<file path="config.mk">
export PLATFORM = sky130hd
export DESIGN_NAME = byte_dp_core
export DESIGN_NICKNAME = d
export VERILOG_FILES = /design/src/hdl/byte_dp_pkg.sv /design/src/hdl/byte_dp_alu.sv /design/src/hdl/byte_dp_core.sv
export SDC_FILE = /design/constraint.sdc
export NUM_CORES = 2
export LEC_CHECK = 0
export ABC_CLOCK_PERIOD_IN_PS = 80400
export BUFFER_PORTS_ARGS = -buffer_cell sky130_fd_sc_hd__buf_4
export CAP_MARGIN = 20
export CORE_MARGIN = 2
export CORE_UTILIZATION = 65
export DETAILED_ROUTE_END_ITERATION = 6
export PLACE_DENSITY = 0.82
export SLEW_MARGIN = 20
export SYNTH_ARGS = -nofsm -noshare
export SYNTH_HDL_FRONTEND = slang
export SYNTH_SLANG_ARGS = --single-unit
</file>
<file path="constraint.sdc">
create_clock -name i_clk -period 80.4 [get_ports i_clk]
set_input_delay 0 -clock i_clk [delete_from_list [all_inputs] [get_ports i_clk]]
set_output_delay 0 -clock i_clk [all_outputs]
set_load 0.05 [all_outputs]
</file>
<file path="src/hdl/byte_dp_pkg.sv">
// Purpose: constants for the byte move/increment/or datapath
// Assumes: one instruction issued per enabled clock, decoded outside
// Notes: opcode codes below are local encodings of the decoded instruction
// Functional notes
// - increment_file adds one, routes, updates zero
// - target bit 0 writes accumulator for increment/or/copy, register kept
// - target bit 1 writes register for increment/or/copy, accumulator kept
// - or_accumulator_into_file ORs, routes, updates zero
// - register address is seven bits, 0..127
// - copy_file moves register to chosen destination
// - copy_file updates zero; one word, one cycle
// - store_accumulator writes register, flags unchanged
// - load_literal loads 8-bit literal, flags unchanged
package byte_dp_pkg;
  // ---------------------------------------------------------------
  // widths and reset values
  // ---------------------------------------------------------------
  localparam int          DATA_W      = 8;
  localparam int          ADDR_W      = 7;
  localparam int          NUM_REGS    = 128;
  localparam logic [7:0]  ACC_RST     = 8'h00;
  localparam logic [7:0]  REG_RST     = 8'h00;
  localparam logic        ZERO_RST    = 1'b0;
  localparam logic [7:0]  INC_STEP    = 8'h01;
  localparam int          EXEC_CYCLES = 1;

  // ---------------------------------------------------------------
  // operations
  // ---------------------------------------------------------------
  typedef enum logic [2:0] {
    OP_NONE          = 3'b000,
    OP_INCREMENT     = 3'b001,
    OP_OR_ACC        = 3'b010,
    OP_COPY          = 3'b011,
    OP_STORE_ACC     = 3'b100,
    OP_LOAD_LITERAL  = 3'b101
  } op_e;
endpackage : byte_dp_pkg

</file>
<file path="src/hdl/byte_dp_alu.sv">
// Purpose: combinational result and zero detection
// Assumes: operands valid in the issue cycle
// Notes: pure logic, no state
`timescale 1ns/1ps
module byte_dp_alu
  import byte_dp_pkg::*;
(
  input  wire byte_dp_pkg::op_e                i_op,
  input  wire logic [byte_dp_pkg::DATA_W-1:0]  i_acc,
  input  wire logic [byte_dp_pkg::DATA_W-1:0]  i_reg,
  input  wire logic [byte_dp_pkg::DATA_W-1:0]  i_lit,
  output logic      [byte_dp_pkg::DATA_W-1:0]  o_result,
  output logic                                 o_zero,
  output logic                                 o_flag_upd
);
  import byte_dp_pkg::*;
  // ---------------------------------------------------------------
  // result select
  // ---------------------------------------------------------------
  // increment wraps naturally in eight bits, 0xFF -> 0x00
  wire [DATA_W-1:0] inc_val = i_reg + INC_STEP;
  wire [DATA_W-1:0] or_val  = i_acc | i_reg;

  assign o_result = (i_op == OP_INCREMENT)    ? inc_val :
                    (i_op == OP_OR_ACC)       ? or_val  :
                    (i_op == OP_COPY)         ? i_reg   :
                    (i_op == OP_STORE_ACC)    ? i_acc   :
                    (i_op == OP_LOAD_LITERAL) ? i_lit   :
                    i_acc;
  assign o_zero     = (o_result == '0);
  assign o_flag_upd = (i_op == OP_INCREMENT) || (i_op == OP_OR_ACC) ||
                      (i_op == OP_COPY);
endmodule : byte_dp_alu

</file>
<file path="src/hdl/byte_dp_core.sv">
// Purpose: accumulator, register file and zero flag for five byte instructions
// Assumes: decode outside presents one op per enabled cycle
// Notes: every op completes in the cycle it is issued
`timescale 1ns/1ps
module byte_dp_core
  import byte_dp_pkg::*;
#(
  parameter int REGS = NUM_REGS
) (
  input  wire logic                            i_clk,
  input  wire logic                            i_rst,
  input  wire logic                            i_en,
  input  wire logic                            i_valid,
  input  wire byte_dp_pkg::op_e                i_op,
  input  wire logic [byte_dp_pkg::ADDR_W-1:0]  i_addr,
  input  wire logic                            i_target,
  input  wire logic [byte_dp_pkg::DATA_W-1:0]  i_lit,
  input  wire logic [byte_dp_pkg::ADDR_W-1:0]  i_rd_addr,
  output logic      [byte_dp_pkg::DATA_W-1:0]  o_acc,
  output logic                                 o_zero,
  output logic      [byte_dp_pkg::DATA_W-1:0]  o_rd_data
);
  import byte_dp_pkg::*;

  // ---------------------------------------------------------------
  // elaboration check
  // ---------------------------------------------------------------
  if (REGS < 1 || REGS > (1 << ADDR_W)) begin : g_bad_regs
    $error("REGS must fit the seven-bit address");
  end
  if (EXEC_CYCLES != 1) begin : g_bad_cycles
    $error("every op must retire in the cycle it is issued");
  end

  // ---------------------------------------------------------------
  // state
  // ---------------------------------------------------------------
  logic [DATA_W-1:0] acc_ff;
  logic              zero_ff;
  logic [DATA_W-1:0] file_ff [REGS];

  wire              go = i_en && i_valid;
  wire [DATA_W-1:0] cur_reg = file_ff[i_addr];
  wire [DATA_W-1:0] result;
  wire              res_zero;
  wire              flag_upd;
  // neighbour entry and read-port peek, watched by the assertions only
  wire [ADDR_W-1:0] nbr_addr = {i_addr[ADDR_W-1:1], ~i_addr[0]};
  wire [DATA_W-1:0] nbr_reg  = file_ff[nbr_addr];
  wire [DATA_W-1:0] rd_peek  = file_ff[i_rd_addr];

  byte_dp_alu u_alu (
    .i_op       (i_op),
    .i_acc      (acc_ff),
    .i_reg      (cur_reg),
    .i_lit      (i_lit),
    .o_result   (result),
    .o_zero     (res_zero),
    .o_flag_upd (flag_upd)
  );

  // ---------------------------------------------------------------
  // destination decode
  // ---------------------------------------------------------------
  wire routed    = (i_op == OP_INCREMENT) || (i_op == OP_OR_ACC) || (i_op == OP_COPY);
  // store ignores the target bit: it always writes the register
  wire wr_file   = go && ((routed && i_target) || (i_op == OP_STORE_ACC));
  wire wr_acc    = go && ((routed && !i_target) ||
                          (i_op == OP_LOAD_LITERAL));
  wire nxt_zero  = (go && flag_upd) ? res_zero : zero_ff;
  wire [DATA_W-1:0] nxt_acc = wr_acc ? result : acc_ff;

  // ---------------------------------------------------------------
  // accumulator and zero flag
  // ---------------------------------------------------------------
  always_ff @(posedge i_clk or posedge i_rst) begin
    if (i_rst) begin
      acc_ff  <= ACC_RST;
      zero_ff <= ZERO_RST;
    end else if (i_en) begin
      acc_ff  <= nxt_acc;
      zero_ff <= nxt_zero;
    end
  end

  // ---------------------------------------------------------------
  // register file
  // ---------------------------------------------------------------
  // one writer per entry, so a write never disturbs a neighbour
  genvar gi;
  for (gi = 0; gi < REGS; gi++) begin : g_file
    wire hit = wr_file && (i_addr == ADDR_W'(gi));
    always_ff @(posedge i_clk or posedge i_rst) begin
      if (i_rst) begin
        file_ff[gi] <= REG_RST;
      end else if (hit) begin
        file_ff[gi] <= result;
      end
    end
  end

  // ---------------------------------------------------------------
  // read port
  // ---------------------------------------------------------------
  // shows the old value when the same entry is written on that edge
  always_ff @(posedge i_clk or posedge i_rst) begin
    if (i_rst) begin
      o_rd_data <= REG_RST;
    end else if (i_en) begin
      o_rd_data <= file_ff[i_rd_addr];
    end
  end

  assign o_acc  = acc_ff;
  assign o_zero = zero_ff;

  // ---------------------------------------------------------------
  // assertions
  // ---------------------------------------------------------------
  inc_wraps_a: assert property (@(posedge i_clk) disable iff (i_rst)
    go && i_op == OP_INCREMENT && !i_target && cur_reg == 8'hFF
    |=> acc_ff == 8'h00 && zero_ff)
    else $error("increment wrap or zero wrong");
  inc_wrapf_a: assert property (@(posedge i_clk) disable iff (i_rst)
    go && i_op == OP_INCREMENT && i_target && cur_reg == 8'hFF
    |=> file_ff[$past(i_addr)] == 8'h00 && zero_ff)
    else $error("increment wrap into register wrong");
  inc_acc_a: assert property (@(posedge i_clk) disable iff (i_rst)
    go && i_op == OP_INCREMENT && !i_target
    |=> acc_ff == DATA_W'($past(cur_reg) + 8'h01))
    else $error("increment to accumulator wrong");
  inc_file_a: assert property (@(posedge i_clk) disable iff (i_rst)
    go && i_op == OP_INCREMENT && i_target
    |=> file_ff[$past(i_addr)] == DATA_W'($past(cur_reg) + 8'h01) &&
        zero_ff == (DATA_W'($past(cur_reg) + 8'h01) == 8'h00))
    else $error("increment to register wrong");

  dest_reg_a: assert property (@(posedge i_clk) disable iff (i_rst)
    go && (i_op == OP_INCREMENT || i_op == OP_OR_ACC) && i_target
    |=> $stable(acc_ff))
    else $error("accumulator changed on register destination");
  dest_acc_a: assert property (@(posedge i_clk) disable iff (i_rst)
    go && (i_op == OP_INCREMENT || i_op == OP_OR_ACC) && !i_target
    |=> file_ff[$past(i_addr)] == $past(cur_reg))
    else $error("register changed on accumulator destination");

  or_zero_a: assert property (@(posedge i_clk) disable iff (i_rst)
    go && i_op == OP_OR_ACC
    |=> zero_ff == (($past(acc_ff) | $past(cur_reg)) == 8'h00))
    else $error("or zero flag wrong");
  or_acc_a: assert property (@(posedge i_clk) disable iff (i_rst)
    go && i_op == OP_OR_ACC && !i_target
    |=> acc_ff == ($past(acc_ff) | $past(cur_reg)))
    else $error("or into accumulator wrong");
  or_file_a: assert property (@(posedge i_clk) disable iff (i_rst)
    go && i_op == OP_OR_ACC && i_target
    |=> file_ff[$past(i_addr)] == ($past(acc_ff) | $past(cur_reg)))
    else $error("or into register wrong");

  copy_acc_a: assert property (@(posedge i_clk) disable iff (i_rst)
    go && i_op == OP_COPY && !i_target
    |=> acc_ff == $past(cur_reg) && zero_ff == ($past(cur_reg) == 8'h00))
    else $error("copy to accumulator wrong");
  copy_file_a: assert property (@(posedge i_clk) disable iff (i_rst)
    go && i_op == OP_COPY
    |=> file_ff[$past(i_addr)] == $past(cur_reg))
    else $error("copy altered the register");
  copy_test_a: assert property (@(posedge i_clk) disable iff (i_rst)
    go && i_op == OP_COPY && i_target
    |=> zero_ff == ($past(cur_reg) == 8'h00) && $stable(acc_ff))
    else $error("copy self test wrong");

  store_a: assert property (@(posedge i_clk) disable iff (i_rst)
    go && i_op == OP_STORE_ACC
    |=> file_ff[$past(i_addr)] == $past(acc_ff) && $stable(zero_ff))
    else $error("store wrong");
  store_keep_a: assert property (@(posedge i_clk) disable iff (i_rst)
    go && i_op == OP_STORE_ACC
    |=> $stable(acc_ff))
    else $error("store changed the accumulator");
  literal_a: assert property (@(posedge i_clk) disable iff (i_rst)
    go && i_op == OP_LOAD_LITERAL
    |=> acc_ff == $past(i_lit) && $stable(zero_ff))
    else $error("literal load wrong");
  lit_file_a: assert property (@(posedge i_clk) disable iff (i_rst)
    go && i_op == OP_LOAD_LITERAL
    |=> file_ff[$past(i_addr)] == $past(cur_reg))
    else $error("literal load changed a register");
  zero_keep_a: assert property (@(posedge i_clk) disable iff (i_rst)
    !(go && flag_upd)
    |=> $stable(zero_ff))
    else $error("zero flag moved without a flag op");

  nbr_keep_a: assert property (@(posedge i_clk) disable iff (i_rst)
    go
    |=> file_ff[$past(nbr_addr)] == $past(nbr_reg))
    else $error("write reached a neighbouring register");
  bad_op_a: assert property (@(posedge i_clk) disable iff (i_rst)
    go && !(i_op inside {OP_INCREMENT, OP_OR_ACC, OP_COPY,
                         OP_STORE_ACC, OP_LOAD_LITERAL})
    |=> $stable(acc_ff) && file_ff[$past(i_addr)] == $past(cur_reg))
    else $error("unknown op changed state");
  idle_hold_a: assert property (@(posedge i_clk) disable iff (i_rst)
    i_en && !i_valid
    |=> $stable(acc_ff) && $stable(zero_ff) && file_ff[$past(i_addr)] == $past(cur_reg))
    else $error("state moved without an instruction");
  hold_en_a: assert property (@(posedge i_clk) disable iff (i_rst)
    !i_en |=> $stable(acc_ff) && $stable(zero_ff) && $stable(o_rd_data) &&
              file_ff[$past(i_addr)] == $past(cur_reg))
    else $error("state moved while disabled");
  rd_port_a: assert property (@(posedge i_clk) disable iff (i_rst)
    i_en
    |=> o_rd_data == $past(rd_peek))
    else $error("read port wrong");
  rst_clear_a: assert property (@(posedge i_clk)
    i_rst && $past(i_rst)
    |-> acc_ff == ACC_RST && zero_ff == ZERO_RST && o_rd_data == REG_RST && cur_reg == REG_RST)
    else $error("reset values wrong");

  // ---------------------------------------------------------------
  // cover points
  // ---------------------------------------------------------------
  inc_wrap_c:  cover property (@(posedge i_clk) disable iff (i_rst)
    go && i_op == OP_INCREMENT && cur_reg == 8'hFF);
  or_file_c:   cover property (@(posedge i_clk) disable iff (i_rst)
    go && i_op == OP_OR_ACC && i_target);
  copy_zero_c: cover property (@(posedge i_clk) disable iff (i_rst)
    go && i_op == OP_COPY && i_target && cur_reg == 8'h00);
  store_lit_c: cover property (@(posedge i_clk) disable iff (i_rst)
    go && i_op == OP_LOAD_LITERAL ##1 go && i_op == OP_STORE_ACC);
  dis_hold_c:  cover property (@(posedge i_clk) disable iff (i_rst)
    !i_en && i_valid && i_op == OP_LOAD_LITERAL);
endmodule : byte_dp_core

</file>
* After elaboration in Yosys (flattened, before gate mapping)
Cells that the tools add are included.
Storage, ports and cells: register bits 1041
Cells by class: $add $sub $neg 1, magnitude comparators 2, eq/ne operators 132, mux-type cells 11, bitwise operators 3, reductions and logical operators 143
Operators with widths (number):
- $eq A7 B7 Y1 const B | 64
- $eq A7 B6 Y1 const B | 32
- $logic_and A1 B1 Y1 | 134
- $bmux W8 S7 | 2
- $eq A7 B5 Y1 const B | 16
- $mux W8 | 9
- $eq A7 B4 Y1 const B | 8
- $eq A7 B3 Y1 const B | 4
- $ge A8 B8 Y1 const B | 2
- $not A7 Y8 | 2
- $eq A7 B2 Y1 const B | 2
- $add A8 B1 Y8 const B | 1
- $logic_not A8 Y1 | 1
- $or A8 B8 Y8 | 1
- $eq A7 B1 Y1 const B | 1
- $logic_not A7 Y1 | 1
- $eq A3 B2 Y1 const B | 2
- $eq A3 B3 Y1 const B | 2
- $logic_or A1 B1 Y1 | 4
- $reduce_and A2 Y1 | 2
- $eq A3 B1 Y1 const B | 1
- $logic_not A1 Y1 | 1

* Logic depth before layout (Yosys ltp)
word-level depth 8, mapped depth 22, gate-level depth less buffers 13

* Cells and area by module
Synthesis repeated with hierarchy kept, for this count alone.
Second synthesis, totals: cell total of the unflattened synthesis 3780, area, all modules 56372.8 µm²
Modules (own cells, without submodules):
- byte_dp_core | times used 1, cells an instance 3700, area an instance 55853.6 µm², sequential area each 26050.0 µm²
- byte_dp_alu | times used 1, cells an instance 80, area an instance 519.2 µm², sequential area each 0.0 µm²

* Worst setup path before layout
Ideal clock, no wire load.
kind input-to-reg, start input port i_addr[0] (netlist name), end register file_ff[129] (netlist name), setup time 139 ps, arrival time 3348 ps, setup slack 76913 ps, stages on the path 16, cells stage by stage buf_4 buf_6 buf_6 mux4_2 o21a_1 or4_1 o22ai_2 inv_1 ha_1 nor2_1 a22oi_1 nand3_1 clkbuf_1 clkbuf_1 clkbuf_1 mux2i_1
Between the ends: longest elaborated chain between the ends 7
Ends and longest elaborated chain:
- start, declared | line byte_dp_core.sv:15 | input wire logic [byte_dp_pkg::ADDR_W-1:0] i_addr,
- branches (longest 7 deep; another with $add A8 B1 Y8)
- end signal, assigned by index | line byte_dp_core.sv:97 | file_ff[gi] <= result;
- end, declared | line byte_dp_core.sv:40 | logic [DATA_W-1:0] file_ff [REGS];
Several ways; the timed one is not identified. The select of a mux whose other input is x is not followed. A chain may end at the register's enable or synchronous reset.

* Final worst setup path
start input port i_addr[3] (netlist name), end register zero_ff (netlist: o_zero)
Between the ends: longest elaborated chain between the ends 8
Ends and longest elaborated chain:
- $not A7 Y8 (not written as such) (*) | line byte_dp_core.sv:43 | wire [DATA_W-1:0] cur_reg = file_ff[i_addr];
- $bmux W8 S7 (*) | line byte_dp_core.sv:43
- $mux W8 (not written as such) (*) (2 in a row) | line byte_dp_core.sv:43
- branches (longest 2 deep; another with $add A8 B1 Y8)
- $mux W8 (*) | line byte_dp_alu.sv:24 | assign o_result = (i_op == OP_INCREMENT) ? inc_val :
- $logic_not A8 Y1 (*) | line byte_dp_alu.sv:30 | assign o_zero = (o_result == '0);
- end signal, assigned | line byte_dp_core.sv:82 | zero_ff <= nxt_zero;
- end, declared | line byte_dp_core.sv:39 | logic zero_ff;
Mark *: on every way between the ends. The select of a mux whose other input is x is not followed.

==> metrics.txt <==
# TYPE chip_impl_metric gauge
chip_impl_metric{name="muxShareOfSynthArea",unit="%"} 27.4
chip_impl_metric{name="final.setup_skew",unit="ns"} 0.0378
chip_impl_metric{name="synth.distinct_cells",unit=""} 70
chip_impl_info{name="violations",value="design-rule violations"} 1
chip_impl_metric{name="dieArea",unit="um^2"} 86200
chip_impl_metric{name="number_of_buffers_created_by_cts",unit=""} 105
chip_impl_metric{name="grt_first_pass_wirelength",unit="um"} 272000
chip_impl_metric{name="synth-seq-area-share",unit="%"} 47.8
chip_impl_metric{name="fin_cells",unit=""} 5746
chip_impl_metric{name="starting_density",unit="%"} 65.4
chip_impl_info{name="most_frequent_cell_on_the_critical_path",value="sky130_fd_sc_hd__buf_4"} 1
chip_impl_metric{name="total_power_per_unit_cell_area",unit="nW/um^2"} 21.1
chip_impl_metric{name="switching_power",unit="mW"} 0.349
chip_impl_metric{name="finish.utilization",unit="%"} 70.4
chip_impl_metric{name="die_w",unit="um"} 294
chip_impl_metric{name="firstDrtPassIters",unit=""} 7
chip_impl_metric{name="worst_slew_pin_slew",unit="ns"} 1.31
chip_impl_metric{name="synth_xor_xnor_area_share",unit="%"} 0.0964
chip_impl_metric{name="post_synth_design_cell_area",unit="um^2"} 54500
chip_impl_metric{name="grtUsageTotal",unit="%"} 42.9
chip_impl_metric{name="post_cts.repair.setup_buffers",unit=""} 0
chip_impl_info{name="unrepaired_setup_endpoints_after_global_routing",value="no"} 1
chip_impl_metric{name="critPathRequiredTime",unit="ns"} 81.02
chip_impl_metric{name="area.growth.synth_to_final",unit="%"} 7.66
chip_impl_metric{name="vdd_drop_max",unit="mV"} 0.0189
chip_impl_info{name="synth.area.top_cells",value="sky130_fd_sc_hd__dfrtp_1 48%, sky130_fd_sc_hd__mux4_2 23%, sky130_fd_sc_hd__o21ai_0 7.9%, sky130_fd_sc_hd__nand2_1 7.2%, sky130_fd_sc_hd__mux2i_1 4.0%"} 1
chip_impl_info{name="rr_startpoint",value="file_ff[454]"} 1
chip_impl_metric{name="report.final.hold_viol_count",unit=""} 0
chip_impl_metric{name="grt_max_degree",unit=""} 181
chip_impl_metric{name="remaining_drc_errors",unit=""} 17
chip_impl_metric{name="maximum_count_of_clock_buffers_along_a_single_path",unit=""} 3
chip_impl_metric{name="timing.hold.ws",unit="ns"} 0.00639
chip_impl_metric{name="share_clk_of_total_power",unit="%"} 41.9
chip_impl_metric{name="chipHeight",unit="um"} 294
chip_impl_metric{name="async_sr_flop_fraction",unit="%"} 100
chip_impl_info{name="synth_flop_cell",value="sky130_fd_sc_hd__dfrtp_1"} 1
chip_impl_metric{name="final_area",unit="um^2"} 58700
chip_impl_metric{name="i_o_buffers",unit=""} 46
chip_impl_metric{name="maxCapViolCount",unit=""} 0
chip_impl_metric{name="wirelength",unit="um"} 180000
chip_impl_metric{name="dp.final_hpwl",unit="um"} 115000
chip_impl_metric{name="antenna_violations_before_repair",unit=""} 19
chip_impl_info{name="cts_tree",value="done"} 1
chip_impl_metric{name="timing.critical_path.buf_inv",unit=""} 6
chip_impl_info{name="most_frequently_used_cell_type_in_the_post_synthesis_netlist",value="sky130_fd_sc_hd__nand2_1"} 1
chip_impl_metric{name="max_clock_freq",unit="MHz"} 159
chip_impl_metric{name="cts.sink_count",unit=""} 1041
chip_impl_metric{name="cts.clk_slew.worst_paths",unit="ns"} 0.06
chip_impl_metric{name="max-slew-margin-rel",unit="%"} 12.4
chip_impl_info{name="critical_path.top_delay_family",value="buffers and inverters"} 1
chip_impl_metric{name="min_period",unit="ns"} 6.27
chip_impl_metric{name="critPathMaxStageDelay",unit="ns"} 0.82
chip_impl_info{name="crit_chain",value="clkbuf_8, buf_4, buf_4, buf_4, mux4_2, mux2i_1, o22a_1, nand4_1, o22ai_2, inv_1, ha_1, xnor2_1, a21o_4, buf_4, nand3_1, and4b_1, a41o_1"} 1
chip_impl_metric{name="routed-via-count",unit=""} 42600
chip_impl_metric{name="drive_gt1_share",unit="%"} 19.4
chip_impl_info{name="worstSetupStartpointType",value="input port"} 1
chip_impl_metric{name="power.static_leakage",unit="nW"} 24.8
chip_impl_info{name="synth.cells.most_frequent",value="1051 x sky130_fd_sc_hd__nand2_1, 1041 x sky130_fd_sc_hd__dfrtp_1, 864 x sky130_fd_sc_hd__o21ai_0"} 1
chip_impl_metric{name="dp_cells",unit=""} 5541
chip_impl_metric{name="final_antenna_net_count",unit=""} 0
chip_impl_metric{name="syn-num-nets",unit=""} 4805
chip_impl_metric{name="rows",unit=""} 106
chip_impl_metric{name="slew_violations",unit=""} 0
chip_impl_metric{name="synthesized_area_fraction_occupied_by_and_or_nand_nor_cells",unit="%"} 9.40
chip_impl_metric{name="top_level_ports",unit=""} 47
chip_impl_metric{name="synth_area_per_cell",unit="um^2"} 11.4
chip_impl_info{name="startpoint",value="i_addr[3]"} 1
chip_impl_metric{name="postSynthRegisterBits",unit=""} 1041
chip_impl_metric{name="swShare",unit="%"} 28.2
chip_impl_metric{name="cts.repair.resized",unit=""} 0
chip_impl_info{name="outcome",value="complete, but fails checks"} 1
chip_impl_metric{name="dpl-instance-area",unit="um^2"} 54900
chip_impl_metric{name="synth-adder-area-share",unit="%"} 0.0230
chip_impl_metric{name="drtIter0Drc",unit=""} 6933
chip_impl_metric{name="place.gp.congestion",unit=""} 0.991
chip_impl_info{name="cts.root.buffer_cell",value="sky130_fd_sc_hd__clkbuf_16"} 1
chip_impl_metric{name="ys_warn_count",unit=""} 0
chip_impl_metric{name="synth_compound_area_share",unit="%"} 10.8
chip_impl_metric{name="p_int",unit="mW"} 0.887
chip_impl_metric{name="core_region_area",unit="um^2"} 83300
chip_impl_metric{name="setup_viol_count_final",unit=""} 0
chip_impl_info{name="worstSetupPathType",value="input port to flop"} 1
chip_impl_metric{name="gr-total-overflow",unit=""} 0
chip_impl_info{name="cell_at_the_slowest_stage_of_the_critical_path",value="sky130_fd_sc_hd__buf_4"} 1
chip_impl_info{name="hold_path.class",value="input port to async pin"} 1
chip_impl_metric{name="pwr-share-comb",unit="%"} 13.3
chip_impl_info{name="synth_top_area_cell",value="sky130_fd_sc_hd__dfrtp_1"} 1
chip_impl_metric{name="vias_in_the_first_global_route",unit=""} 41900
chip_impl_metric{name="critical_path_arrival",unit="ns"} 6.89
chip_impl_info{name="dominant_combinational_cell_family_by_area_after_synthesis",value="multiplexers"} 1
chip_impl_metric{name="number_of_nets_in_the_layout",unit=""} 4608
chip_impl_metric{name="setup-tns-final",unit="ns"} 0
chip_impl_metric{name="period_share",unit="%"} 7.80
chip_impl_metric{name="cts_max_level",unit=""} 3
chip_impl_metric{name="vias_per_cell",unit=""} 7.41
chip_impl_metric{name="synth_edf_count",unit=""} 0
chip_impl_metric{name="clkLatencyLatePin",unit="ns"} 0.70
chip_impl_metric{name="wire_per_inst",unit="um"} 31.4
chip_impl_metric{name="syn-instance-count",unit=""} 4774
chip_impl_metric{name="power_frac_seq",unit="%"} 44.9
chip_impl_metric{name="largest_fanout_of_any_net_on_the_critical_path",unit=""} 69
chip_impl_info{name="endpoint_kind",value="flop"} 1
chip_impl_metric{name="netlist.area_leader.share",unit="%"} 47.8
worst register-to-register path: stages, from the launching register on:
cell	delay, ns
sky130_fd_sc_hd__dfrtp_1	0.40
sky130_fd_sc_hd__mux4_2	0.49
sky130_fd_sc_hd__mux2i_1	0.22
sky130_fd_sc_hd__o221ai_1	0.64
sky130_fd_sc_hd__a311oi_1	0.80
sky130_fd_sc_hd__a21oi_1	0.22
sky130_fd_sc_hd__a221o_1	0.42
sky130_fd_sc_hd__a21oi_4	0.11
sky130_fd_sc_hd__buf_4	0.49
sky130_fd_sc_hd__buf_4	0.75
sky130_fd_sc_hd__o21ai_0	0.34
cell families (layout without fill, tap and decap cells):
group,Yosys count,after routing
flip-flops,1041,1041
buffers and inverters,541,430
AO/OA/AOI/OAI,1101,1101
AND/OR/NAND/NOR,1293,1293
other,0,3
multiplexers,791,791
adder cells (fa/ha/maj),1,1
XOR/XNOR,6,6
what timing repair did:
| item | CTS | global route |
|---|---|---|
| endpoints found under the setup margin | 0 | 0 |
| endpoints found under the hold margin | 137 | 0 |
| hold buffers | 8 | 0 |
placed cells by master, fill, tap and decap left out, types with 15 or more instances in the layout:
cell type / count
sky130_fd_sc_hd__a21oi_1: 102
sky130_fd_sc_hd__a22oi_1: 53
sky130_fd_sc_hd__buf_4: 108
sky130_fd_sc_hd__clkbuf_1: 20
sky130_fd_sc_hd__clkbuf_16: 111
sky130_fd_sc_hd__clkbuf_8: 22
sky130_fd_sc_hd__clkinv_2: 23
sky130_fd_sc_hd__dfrtp_1: 1041
sky130_fd_sc_hd__inv_1: 107
sky130_fd_sc_hd__mux2_2: 15
sky130_fd_sc_hd__mux2i_1: 216
sky130_fd_sc_hd__mux4_2: 560
sky130_fd_sc_hd__nand2_1: 1051
sky130_fd_sc_hd__nand3_1: 18
sky130_fd_sc_hd__nor2_1: 118
sky130_fd_sc_hd__o21ai_0: 864
stage by stage:
step,power (mW),setup slack [ns]
after global placement,0.714,73.95
after floorplan,0.669,51.10
after detailed placement,0.719,73.87
final,1.24,74.13
after global routing,1.26,74.20
after CTS,1.23,74.51
flip-flops by register name (all words and copies together) (netlist names):
| signal | cells |
|---|---|
| o_acc | 8 |
| o_zero | 1 |
| file_ff | 1024 |
| o_rd_data | 8 |
power by group through the flow:
stage                     Combinational, mW  Sequential, mW  Clock (mW)
after floorplan                       0.104           0.565           0
after global placement                0.153           0.561           0
after detailed placement              0.156           0.563           0
after CTS                             0.158           0.553       0.515
after global routing                  0.170           0.555       0.537
final                                 0.164           0.554       0.518
metal layers:
metal / GRT usage (%) / share of wire, % / vias to the layer above
met5: 0.964 / 0.14 / -
met4: 25.2 / 7.7 / 24
met3: 19.7 / 16 / 911
met2: 61.1 / 43 / 3644
met1: 54.2 / 33 / 21100
li1: - / - / 16900
cell type report:
class	instances	area, um^2
antenna	3	7.51
sequential	1041	26100
tap	1080	1350
inverter	109	417
clock inverter	41	478
multi-input combinational	3192	26100
clock buffer	152	3140
timing repair buffer	128	1080
fill	5478	24600
final timing paths:
| check | to | depth (start not counted) | slack, ns |
|---|---|---|---|
| max in group asynchronous | file_ff[644] | 6 | 77.33 |
| hold reg to reg | file_ff[525] | 2 | 0.50 |
| hold / removal | file_ff[957] | 3 | 0.006 |
| setup reg to reg | file_ff[462] | 10 | 75.35 |
| setup / recovery | o_zero | 17 | 74.13 |
| min in group i_clk | file_ff[128] | 5 | 0.14 |
Power figures use the tool's default switching activity.
